File: config.mk
export PLATFORM = sky130hd
export DESIGN_NAME = acg_config
export DESIGN_NICKNAME = d
export VERILOG_FILES = /design/src/design/acg_pkg.sv /design/src/design/acg_divider.sv /design/src/design/acg_config.sv
export SDC_FILE = /design/constraint.sdc
export NUM_CORES = 1
export LEC_CHECK = 0
export BUFFER_PORTS_ARGS = -buffer_cell sky130_fd_sc_hd__buf_2
export CAP_MARGIN = 40
export CORE_MARGIN = 2
export CORE_UTILIZATION = 44
export CTS_CLUSTER_SIZE = 20
export DETAILED_ROUTE_END_ITERATION = 10
export PLACE_DENSITY = 0.73
export SLEW_MARGIN = 40
export SYNTH_ARGS = -nofsm -noshare
export SYNTH_HDL_FRONTEND = slang
export SYNTH_HIERARCHICAL = 1
export SYNTH_SLANG_ARGS = --single-unit
export TNS_END_PERCENT = 50
File: constraint.sdc
create_clock -name clk -period 2.4 [get_ports clk]
set_input_delay 0 -clock clk [delete_from_list [all_inputs] [get_ports clk]]
set_output_delay 0 -clock clk [all_outputs]
set_load 0.05 [all_outputs]
File: src/design/acg_pkg.sv
// Package of register offsets, fields, reset values and counts for the converter configuration.
// Overview of operation
// - When the gain add bit is set, one sixty-fourth is added to the gain from the gain high and low registers.
// - The conversion clock is the source clock divided by the 5-bit divider field in bits 7:3 plus one.
// - With burst mode off, the divider source is the system clock.
// - With burst mode on, the divider source is an internal clock of at most 30 MHz.
// - The 2-bit repeat count in bits 2:1 sets how many conversions are summed between completion events.
// - Repeat code 00 takes one conversion, 01 sums four and 10 sums eight.
// - In burst mode one start trigger launches the whole series of self-timed conversions.
// - Configuration bit 0 steers result register writes to the indirect gain path.
// - While gain programming is on, a result high write selects the gain index and a result low write loads it.
// - The gain word is 12 bits from the gain high register and the upper nibble of the gain low register.
// - Repeat code 11 yields a 16-bit sum whose upper byte fills the result high register.
package acg_pkg;
   localparam logic [7:0] ADDR_CONFIG = 8'hbc;
   localparam logic [7:0] ADDR_RESULT_HIGH = 8'hbe;
   localparam logic [7:0] ADDR_RESULT_LOW = 8'hbd;
   localparam logic [7:0] IDX_GAIN_HIGH = 8'h04;
   localparam logic [7:0] IDX_GAIN_LOW = 8'h07;
   localparam logic [7:0] IDX_ADDITIONAL_GAIN = 8'h08;
   localparam logic [7:0] RST_CONFIG = 8'hf8;
   localparam logic [7:0] RST_GAIN_HIGH = 8'hfc;
   localparam logic [7:0] RST_GAIN_LOW = 8'h00;
   localparam logic [7:0] RST_ADDITIONAL_GAIN = 8'h01;
   localparam int CFG_DIV_MSB = 7;
   localparam int CFG_DIV_LSB = 3;
   localparam int CFG_RPT_MSB = 2;
   localparam int CFG_RPT_LSB = 1;
   localparam int CFG_GAIN_EN = 0;
   localparam int GAIN_ADD_BIT = 0;
   localparam int BURST_CLK_MAX_MHZ = 30;
   localparam int SYS_CLK_MHZ = 100;
   // Divide the system clock down so the burst source never exceeds its ceiling.
   localparam int BURST_PRESCALE_CYC = (SYS_CLK_MHZ + BURST_CLK_MAX_MHZ - 1) / BURST_CLK_MAX_MHZ;
   localparam int GAIN_ADD_SCALED = 4096 / 64;
   typedef enum logic [1:0] {
      ACG_IDLE = 2'b00,
      ACG_WAIT = 2'b01,
      ACG_CONV = 2'b10
   } acg_state_t;
endpackage

File: src/design/acg_divider.sv
// Conversion clock divider: one tick per divide value plus one source ticks.
`timescale 1ns/10ps
module acg_divider #(
   parameter int W = 5
) (
   input wire logic clk,
   input wire logic rst,
   input wire logic src_tick,
   input wire logic [W-1:0] divide,
   output logic sar_tick
);
   if (W < 1) begin : g_bad_width
      $error("acg_divider width must be at least one");
   end
   logic [W-1:0] cnt_q;
   wire logic wrap = (cnt_q >= divide);
   always_ff @(posedge clk) begin
      if (rst) begin
         cnt_q <= '0;
         sar_tick <= 1'b0;
      end else begin
         sar_tick <= src_tick && wrap;
         if (src_tick) begin
            cnt_q <= wrap ? '0 : cnt_q + 1'b1;
         end
      end
   end
endmodule // acg_divider

File: src/design/acg_config.sv
// Converter configuration, indirect gain registers and repeat accumulation.
`timescale 1ns/10ps
module acg_config #(
   parameter int CONV_TICKS = 13,
   parameter int ACC_W = 16
) (
   input wire logic clk,
   input wire logic rst,
   input wire logic [7:0] sfr_addr,
   input wire logic [7:0] sfr_wdata,
   input wire logic sfr_wr,
   output logic [7:0] sfr_rdata,
   input wire logic burst_enable,
   input wire logic conv_start,
   input wire logic sample_valid,
   input wire logic [11:0] sample_data,
   output logic sar_conversion_clock,
   output logic conv_request,
   output logic conversion_done_flag,
   output logic window_compare_flag,
   output logic [11:0] gain_word,
   output logic gain_add_bit,
   output logic busy
);
   if (CONV_TICKS < 1 || CONV_TICKS > 255) begin : g_bad_ticks
      $error("CONV_TICKS out of range");
   end
   if (ACC_W != 16) begin : g_bad_acc
      $error("ACC_W must be 16");
   end
   // The burst prescaler counter is only two bits wide.
   if (acg_pkg::BURST_PRESCALE_CYC < 1 || acg_pkg::BURST_PRESCALE_CYC > 4) begin : g_bad_pre
      $error("burst prescale does not fit its counter");
   end

   logic [7:0] converter_config_reg_q;
   logic [7:0] gain_index_q;
   logic [7:0] gain_high_reg_q;
   logic [7:0] gain_low_reg_q;
   logic [7:0] additional_gain_reg_q;
   logic [ACC_W-1:0] acc_q;
   logic [3:0] done_cnt_q;
   logic [7:0] tick_cnt_q;
   logic [1:0] pre_q;
   logic src_tick_q;
   logic sar_tick;
   logic conv_start_s1_q;
   logic conv_start_s2_q;
   logic conv_start_s3_q;
   acg_pkg::acg_state_t state_q;

   wire logic gain_prog = converter_config_reg_q[acg_pkg::CFG_GAIN_EN];
   wire logic [1:0] rpt = converter_config_reg_q[acg_pkg::CFG_RPT_MSB:acg_pkg::CFG_RPT_LSB];
   wire logic [4:0] divide = converter_config_reg_q[acg_pkg::CFG_DIV_MSB:acg_pkg::CFG_DIV_LSB];
   wire logic wr_cfg = sfr_wr && (sfr_addr == acg_pkg::ADDR_CONFIG);
   wire logic wr_hi = sfr_wr && (sfr_addr == acg_pkg::ADDR_RESULT_HIGH);
   wire logic wr_lo = sfr_wr && (sfr_addr == acg_pkg::ADDR_RESULT_LOW);
   wire logic wr_gain = wr_lo && gain_prog;
   wire logic wr_gain_high = wr_gain && (gain_index_q == acg_pkg::IDX_GAIN_HIGH);
   wire logic wr_gain_low = wr_gain && (gain_index_q == acg_pkg::IDX_GAIN_LOW);
   wire logic wr_gain_add = wr_gain && (gain_index_q == acg_pkg::IDX_ADDITIONAL_GAIN);
   // Repeat total: 00 one, 01 four, 10 eight, 11 sixteen for the full 16-bit sum.
   wire logic [4:0] rpt_total = (rpt == 2'b00) ? 5'h01 : (rpt == 2'b01) ? 5'h04 :
      (rpt == 2'b10) ? 5'h08 : 5'h10;
   wire logic start_edge = conv_start_s2_q && !conv_start_s3_q;
   wire logic last_conv = ({1'b0, done_cnt_q} + 5'h01) >= rpt_total;
   wire logic [ACC_W-1:0] sample_ext = {{(ACC_W-12){1'b0}}, sample_data};

   // Burst mode runs from a prescaled source capped at 30 MHz; otherwise every system edge.
   wire logic pre_wrap = (pre_q == 2'(acg_pkg::BURST_PRESCALE_CYC - 1));
   wire logic src_tick_d = burst_enable ? pre_wrap : 1'b1;

   acg_divider #(.W(5)) u_div (
      .clk(clk),
      .rst(rst),
      .src_tick(src_tick_q),
      .divide(divide),
      .sar_tick(sar_tick)
   );

   always_ff @(posedge clk) begin
      if (rst) begin
         pre_q <= 2'h0;
         src_tick_q <= 1'b0;
         sar_conversion_clock <= 1'b0;
      end else begin
         pre_q <= (!burst_enable || pre_wrap) ? 2'h0 : pre_q + 2'h1;
         src_tick_q <= src_tick_d;
         sar_conversion_clock <= sar_tick;
      end
   end

   // Two flops settle the asynchronous start pin; the third only serves the edge detector.
   always_ff @(posedge clk) begin
      if (rst) begin
         conv_start_s1_q <= 1'b0;
         conv_start_s2_q <= 1'b0;
         conv_start_s3_q <= 1'b0;
      end else begin
         conv_start_s1_q <= conv_start;
         conv_start_s2_q <= conv_start_s1_q;
         conv_start_s3_q <= conv_start_s2_q;
      end
   end

   // Gain registers are write-only; the index register itself is never read back.
   always_ff @(posedge clk) begin
      if (rst) begin
         converter_config_reg_q <= acg_pkg::RST_CONFIG;
      end else if (wr_cfg) begin
         converter_config_reg_q <= sfr_wdata;
      end
   end

   always_ff @(posedge clk) begin
      if (rst) begin
         gain_index_q <= 8'h00;
      end else if (wr_hi && gain_prog) begin
         gain_index_q <= sfr_wdata;
      end
   end

   always_ff @(posedge clk) begin
      if (rst) begin
         gain_high_reg_q <= acg_pkg::RST_GAIN_HIGH;
      end else if (wr_gain_high) begin
         gain_high_reg_q <= sfr_wdata;
      end
   end

   always_ff @(posedge clk) begin
      if (rst) begin
         gain_low_reg_q <= acg_pkg::RST_GAIN_LOW;
      end else if (wr_gain_low) begin
         gain_low_reg_q <= sfr_wdata;
      end
   end

   // Reserved bits are kept as written; only the lowest bit reaches the gain output.
   always_ff @(posedge clk) begin
      if (rst) begin
         additional_gain_reg_q <= acg_pkg::RST_ADDITIONAL_GAIN;
      end else if (wr_gain_add) begin
         additional_gain_reg_q <= sfr_wdata;
      end
   end

   always_ff @(posedge clk) begin
      if (rst) begin
         gain_word <= 12'h000;
         gain_add_bit <= 1'b0;
      end else begin
         gain_word <= {gain_high_reg_q, gain_low_reg_q[7:4]};
         gain_add_bit <= additional_gain_reg_q[acg_pkg::GAIN_ADD_BIT];
      end
   end

   // Sequencer: non-burst waits for a start per conversion; burst self-times the series.
   always_ff @(posedge clk) begin
      if (rst) begin
         state_q <= acg_pkg::ACG_IDLE;
         acc_q <= '0;
         done_cnt_q <= 4'h0;
         tick_cnt_q <= 8'h00;
         conv_request <= 1'b0;
         conversion_done_flag <= 1'b0;
         window_compare_flag <= 1'b0;
         busy <= 1'b0;
      end else begin
         conv_request <= 1'b0;
         conversion_done_flag <= 1'b0;
         window_compare_flag <= 1'b0;
         case (state_q)
            acg_pkg::ACG_IDLE: begin
               if (start_edge && !gain_prog) begin
                  state_q <= acg_pkg::ACG_CONV;
                  acc_q <= '0;
                  done_cnt_q <= 4'h0;
                  tick_cnt_q <= 8'h00;
                  conv_request <= 1'b1;
                  busy <= 1'b1;
               end
            end
            acg_pkg::ACG_WAIT: begin
               if (start_edge) begin
                  state_q <= acg_pkg::ACG_CONV;
                  tick_cnt_q <= 8'h00;
                  conv_request <= 1'b1;
               end
            end
            acg_pkg::ACG_CONV: begin
               if (sar_tick && tick_cnt_q != 8'(CONV_TICKS)) tick_cnt_q <= tick_cnt_q + 8'h01;
               if (sample_valid) begin
                  acc_q <= acc_q + sample_ext;
                  done_cnt_q <= done_cnt_q + 4'h1;
                  if (last_conv) begin
                     state_q <= acg_pkg::ACG_IDLE;
                     conversion_done_flag <= 1'b1;
                     window_compare_flag <= 1'b1;
                     busy <= 1'b0;
                  end else if (burst_enable) begin
                     tick_cnt_q <= 8'h00;
                     conv_request <= 1'b1;
                  end else begin
                     state_q <= acg_pkg::ACG_WAIT;
                  end
               end
            end
            default: state_q <= acg_pkg::ACG_IDLE;
         endcase
      end
   end

   // Reads: configuration and the accumulated result pair; others read zero.
   wire logic [7:0] rd_mux = (sfr_addr == acg_pkg::ADDR_CONFIG) ? converter_config_reg_q :
      (sfr_addr == acg_pkg::ADDR_RESULT_HIGH) ? acc_q[15:8] :
      (sfr_addr == acg_pkg::ADDR_RESULT_LOW) ? acc_q[7:0] : 8'h00;
   always_ff @(posedge clk) begin
      if (rst) sfr_rdata <= 8'h00;
      else sfr_rdata <= rd_mux;
   end
endmodule // acg_config

---- Word-level counts from Yosys, hierarchy flattened ----
Index checks and enable logic that the tools add are counted.
word-level totals
  flip-flop bits (word level) ............. 92
  latch bits .............................. 0
  bits in writable memories ............... 0
  ROM bits ................................ 0
  bits of input ports ..................... 34
  output and inout port bits .............. 26
  word-level logic and storage cells ...... 101
  memories ................................ 0
operators by class
  add/subtract/negate cells ............... 5
  multiply operators ...................... 0
  divide/modulo/power cells ............... 0
  magnitude comparators ................... 2
  equal/unequal tests ..................... 16
  shift operators ......................... 0
  mux-type cells .......................... 31
  bitwise gates (word level) .............. 2
  reductions and logical operators ........ 23
operators by type and width
  operator                                                                count
  16-bit two-way mux                                                      2
  16-bit one-hot mux with 2 select lines                                  1
  8-bit equality test (second input constant)                             3
  8-bit two-way mux                                                       3
  5-bit two-way mux                                                       4
  16-bit by 12-bit adder with 16-bit output                               1
  8-bit by 3-bit equality test with 1-bit output (second input constant)  2
  1-bit logical AND                                                       11
  5-bit greater-or-equal comparator                                       2
  1-bit two-way mux                                                       10
  2-bit two-way mux                                                       5
  8-bit by 4-bit equality test with 1-bit output (second input constant)  1
  4-bit two-way mux                                                       2
  2-bit inequality test (second input constant)                           4
  4-bit one-hot mux with 2 select lines                                   1
  4-bit AND reduction                                                     2
  2-bit equality test (second input constant)                             3
  2-bit one-hot mux with 3 select lines                                   1
  4-bit by 1-bit adder with 5-bit output (second input constant)          1
  5-bit by 1-bit adder with 5-bit output (second input constant)          1
  4-bit by 1-bit adder with 4-bit output (second input constant)          1
  2-bit by 1-bit equality test with 1-bit output (second input constant)  2
  2-bit logical NOT                                                       2
  1-bit logical NOT                                                       3
  other kinds (10)                                                        11

---- Logic depth before layout (Yosys ltp) ----
  word-level depth ........................ 8
  mapped depth ............................ 8
  gate-level depth less buffers ........... 8

---- Hierarchy ----
The synthesis kept the hierarchy.
by module, submodules not included
  module       instances  cells an instance  area each (um2)  sequential area each (um2)
  acg_config   1          381                3644.7           1641.6
  acg_divider  1          46                 422.9            120.1

---- Worst setup path before layout ----
Ideal clock, no wire load.
  kind .................................... flip-flop to flip-flop
  start point ............................. register acc_q[0]
  end point ............................... register acc_q[8]
  library setup time ...................... 0.128 ns
  arrival time ............................ 1.880 ns
  data required time ...................... 2.272 ns
  path slack .............................. 0.393 ns
  cell stages (with the launch flop) ...... 9
  path buffers ............................ 0
  clock period less this slack ............ 2.007 ns
  cell sequence ........................... dfxtp_1 ha_1 fa_1 a21o_1 a221oi_2 o21ai_0 xor2_1 a22oi_1 nor2_1
between the ends
  longest elaborated chain between the ends .. 3
ends and longest elaborated chain
  what                                       line               source
  start: declaration                         acg_config.sv:41   logic [ACC_W-1:0] acc_q;
  start signal: assignment                   acg_config.sv:194  acc_q <= acc_q + sample_ext;
  16-bit by 12-bit adder with 16-bit output  acg_config.sv:194
  16-bit two-way mux                         acg_config.sv:193  if (sample_valid) begin
  16-bit one-hot mux with 2 select lines     acg_config.sv:173  case (state_q)
Every way passes these cells. The select of a mux whose other input is x is not followed.
A chain may end at the register's enable or synchronous reset.

---- Worst setup path in the final report ----
  start point ............................. register acc_q[0]
  end point ............................... register acc_q[12]
The elaborated chain is that of the path after synthesis.

==> run metrics <==
Area contributors post-synth=dfxtp_1 43%, ha_1 7.4%, mux2i_1 6.9%; pre-CTS setup slack=0.207 ns; total global routing overflow=0; register area share after synthesis=43.3%; row count=35; crit-path max cell delay=0.42 ns; Reg clk slew, reported paths=0.09 ns; post-synthesis sequential element count=88; Ant. Diodes=0; slew margin rel.=between 50% and 60%; critical path data required time=2.70 ns; delay-heaviest family, CP=compound AO/OA/AOI/OAI gates; post-synthesis cell area=around 0.0041 sq mm; mux cell area share after synthesis=6.89%; largest family of logic cells by synthesized area=simple AND/OR/NAND/NOR gates; vias in the first global route=2,981; DP HPWL=~6600 um; pin count of the biggest net entering global routing=39; port buffer count=slightly below 60; post-synthesis adder-cell area fraction=roughly 7.9%; die height=between 100 and 150 um; max_cap viols=0; Hold Vio Cnt, Final=0; layout cell share with drive strength beyond 1=between 10% and 20%; post-synthesis compound-gate area fraction=14.5%; global-route total usage across every layer=between 15 and 20%; Final nets=approximately 550; Top FF cell, synth=dfxtp_1; simple-gate share of the synthesized area=21.5%; Peak Freq=around 450 MHz; worst-skew pair later-pin latency=0.37 ns; CP bufs+invs=0; drt wl/cell=14.4 um; Starting Density=44.7%; Setup Skew=0.00740 ns; TritonRoute pass-1 iters=4; post-layout minimum cycle time=2.20 ns; Mapped Nets=slightly below 500; Final Wtd Congestion=between 0.8 and 0.9; number of flops mapped to enable cells by yosys=0; Worst-Margin Slew=0.611 ns; P&R area growth vs syn=17.3%; CTS Buf Count=9; cell area after layout=between 0.004 and 0.005 sq mm; Power Density=about 590 mW/mm^2; final period utilization=between 90 and 100%; Yosys top cell by area=dfxtp_1; htree depth=3; DRT iter0 DRCs=147; CTS max path bufs=2; critical path's slowest cell=fa_1; synth unique cells=59; I/O pins=60; status=finished, final reports clean; Final Max Slew Viols=0; Syn. warnings=6; initial antenna violation count=0; clock root buffer=clkbuf_8; min-delay worst type=primary input to flop; Post-DRT Antenna Nets=0; placed cell area=0.00446 sq mm; Critical Path AT=roughly 2.5 ns; cell count after synthesis=427; Max VDD drop=0.000246 V; CP Cell Sequence=ha_1, fa_1, a21o_1, a221oi_4, o31ai_2, a21boi_1, o21ai_0, a21oi_1; total number of vias=~3,300; top-area cell type share of the netlist area=about 43%; leakage=2.12 nW; syn avg cell area=between 9 and 10 sq um; Post-Route WL=approximately 8800 um; Setup violations, final=0; CP endpoint kind=flop; Remaining DRCs=0; CTS Sinks=~90; CTS tree=done; full die area=around 0.01 sq mm; Synth async-reset ratio=0%; most frequent cells after synthesis=88 x dfxtp_1, 45 x nor2_1, 33 x nand2_1, 28 x mux2i_1, 27 x nor2b_1; Final TNS setup=0 ns; RSZ-0062 raised after global routing=no; post-synthesis xor/xnor area fraction=3.01%; global-route wire length before repair=roughly 14,000 um; CP max FO=4; count leader, synth=dfxtp_1; core area=0.00911 sq mm; Crit Path Category=flop to flop; Die X=100 um; Post-CTS Setup Bufs=0; Worst Setup Start Kind=flop; DR vias/cell=between 5 and 6; setup slack after layout=0.196 ns
-- through the flow --
| step | total power [mW] | cells | hold WS [ns] | utilization, % |
|---|---|---|---|---|
| finish | 2.79 | 611 | 0.00945 | 52.4 |
| global route | 2.89 | 611 | 0.00845 | 52.4 |
| CTS | 2.81 | 611 | 0.000868 | 52.3 |
| detailed placement | 1.75 | 585 | 0.227 | 48.9 |
| global placement | 1.75 | 585 | 0.212 | 48.9 |
| floorplan | 1.67 | 427 | 0.0918 | - |
-- tightest hold or removal path, stage by stage --
cell and delay, ns:
buf_2 0.08, ha_1 0.12, a22oi_1 0.06, nor2_1 0.08
-- final timing paths --
path | from | to | slack, ns | depth (start not counted)
min | sample_data[0] | acc_q[0] | 0.009 | 4
max | acc_q[0] | acc_q[12] | 0.20 | 8
min reg2reg | pre_q[0] | pre_q[0] | 0.44 | 1
max reg2reg | acc_q[0] | acc_q[12] | 0.20 | 8
-- state kept, by name, summed over array words and instances (netlist names), 2 cells and up --
signal / cells
acc_q: 16
converter_config_reg_q: 8
done_cnt_q: 4
gain_high_reg_q: 8
gain_index_q: 8
gain_low_reg_q: 4
gain_word: 12
pre_q: 2
sfr_rdata: 8
state_q: 2
u_div/cnt_q: 5
-- final cells by class --
class | count | area, sq um
repair buffers | 73 | 425
well taps | 111 | 139
fillers | 837 | 4340
flip-flops and latches | 88 | 1760
clock buffers | 10 | 128
clock inverters | 6 | 77.6
multi-input cells | 312 | 2200
inverters | 11 | 41.3
-- timing repair --
item	4_1_cts	5_1_grt
resized for setup	0	1
endpoints found under the hold margin	35	0
hold buffers	10	0
setup endpoints to repair	0	1
-- per-layer routing --
metal,vias to the layer above,track usage (%),part of all wire (%)
met4,0,6.53,1.8
met2,65,29.2,48
met1,1524,23.4,47
met3,16,3.48,3.8
li1,1647,-,-
met5,-,0,0
-- cells by family (layout without fill, tap and decap cells) --
logic type | after synthesis | in the layout
AND/OR/NAND/NOR | 165 | 165
flip-flops | 88 | 88
AO/OA/AOI/OAI | 80 | 80
multiplexers | 28 | 28
buffers and inverters | 27 | 100
adder cells (fa/ha/maj) | 25 | 25
XOR/XNOR | 14 | 14
-- power breakdown --
group	switching, mW	total, mW	internal [mW]
Clock	0.564	1.06	0.500
Sequential	0.0146	1.49	1.48
Combinational	0.145	0.238	0.0935
Total	0.723	2.79	2.07
-- layout by cell type (no fill, tap or decap), types with 9 or more instances in the layout --
cell type      instances
clkbuf_8               9
ha_1                  24
mux2i_1               28
nor2b_1               27
buf_2                 59
a21oi_1               18
nand2_1               33
a2111oi_0              9
nor2_1                45
a22oi_1                9
nand2b_1              16
o21ai_0               12
dlygate4sd3_1         10
nand3_1               12
inv_1                 10
dfxtp_1               88
Note: power is estimated with default switching activity, not from simulation.
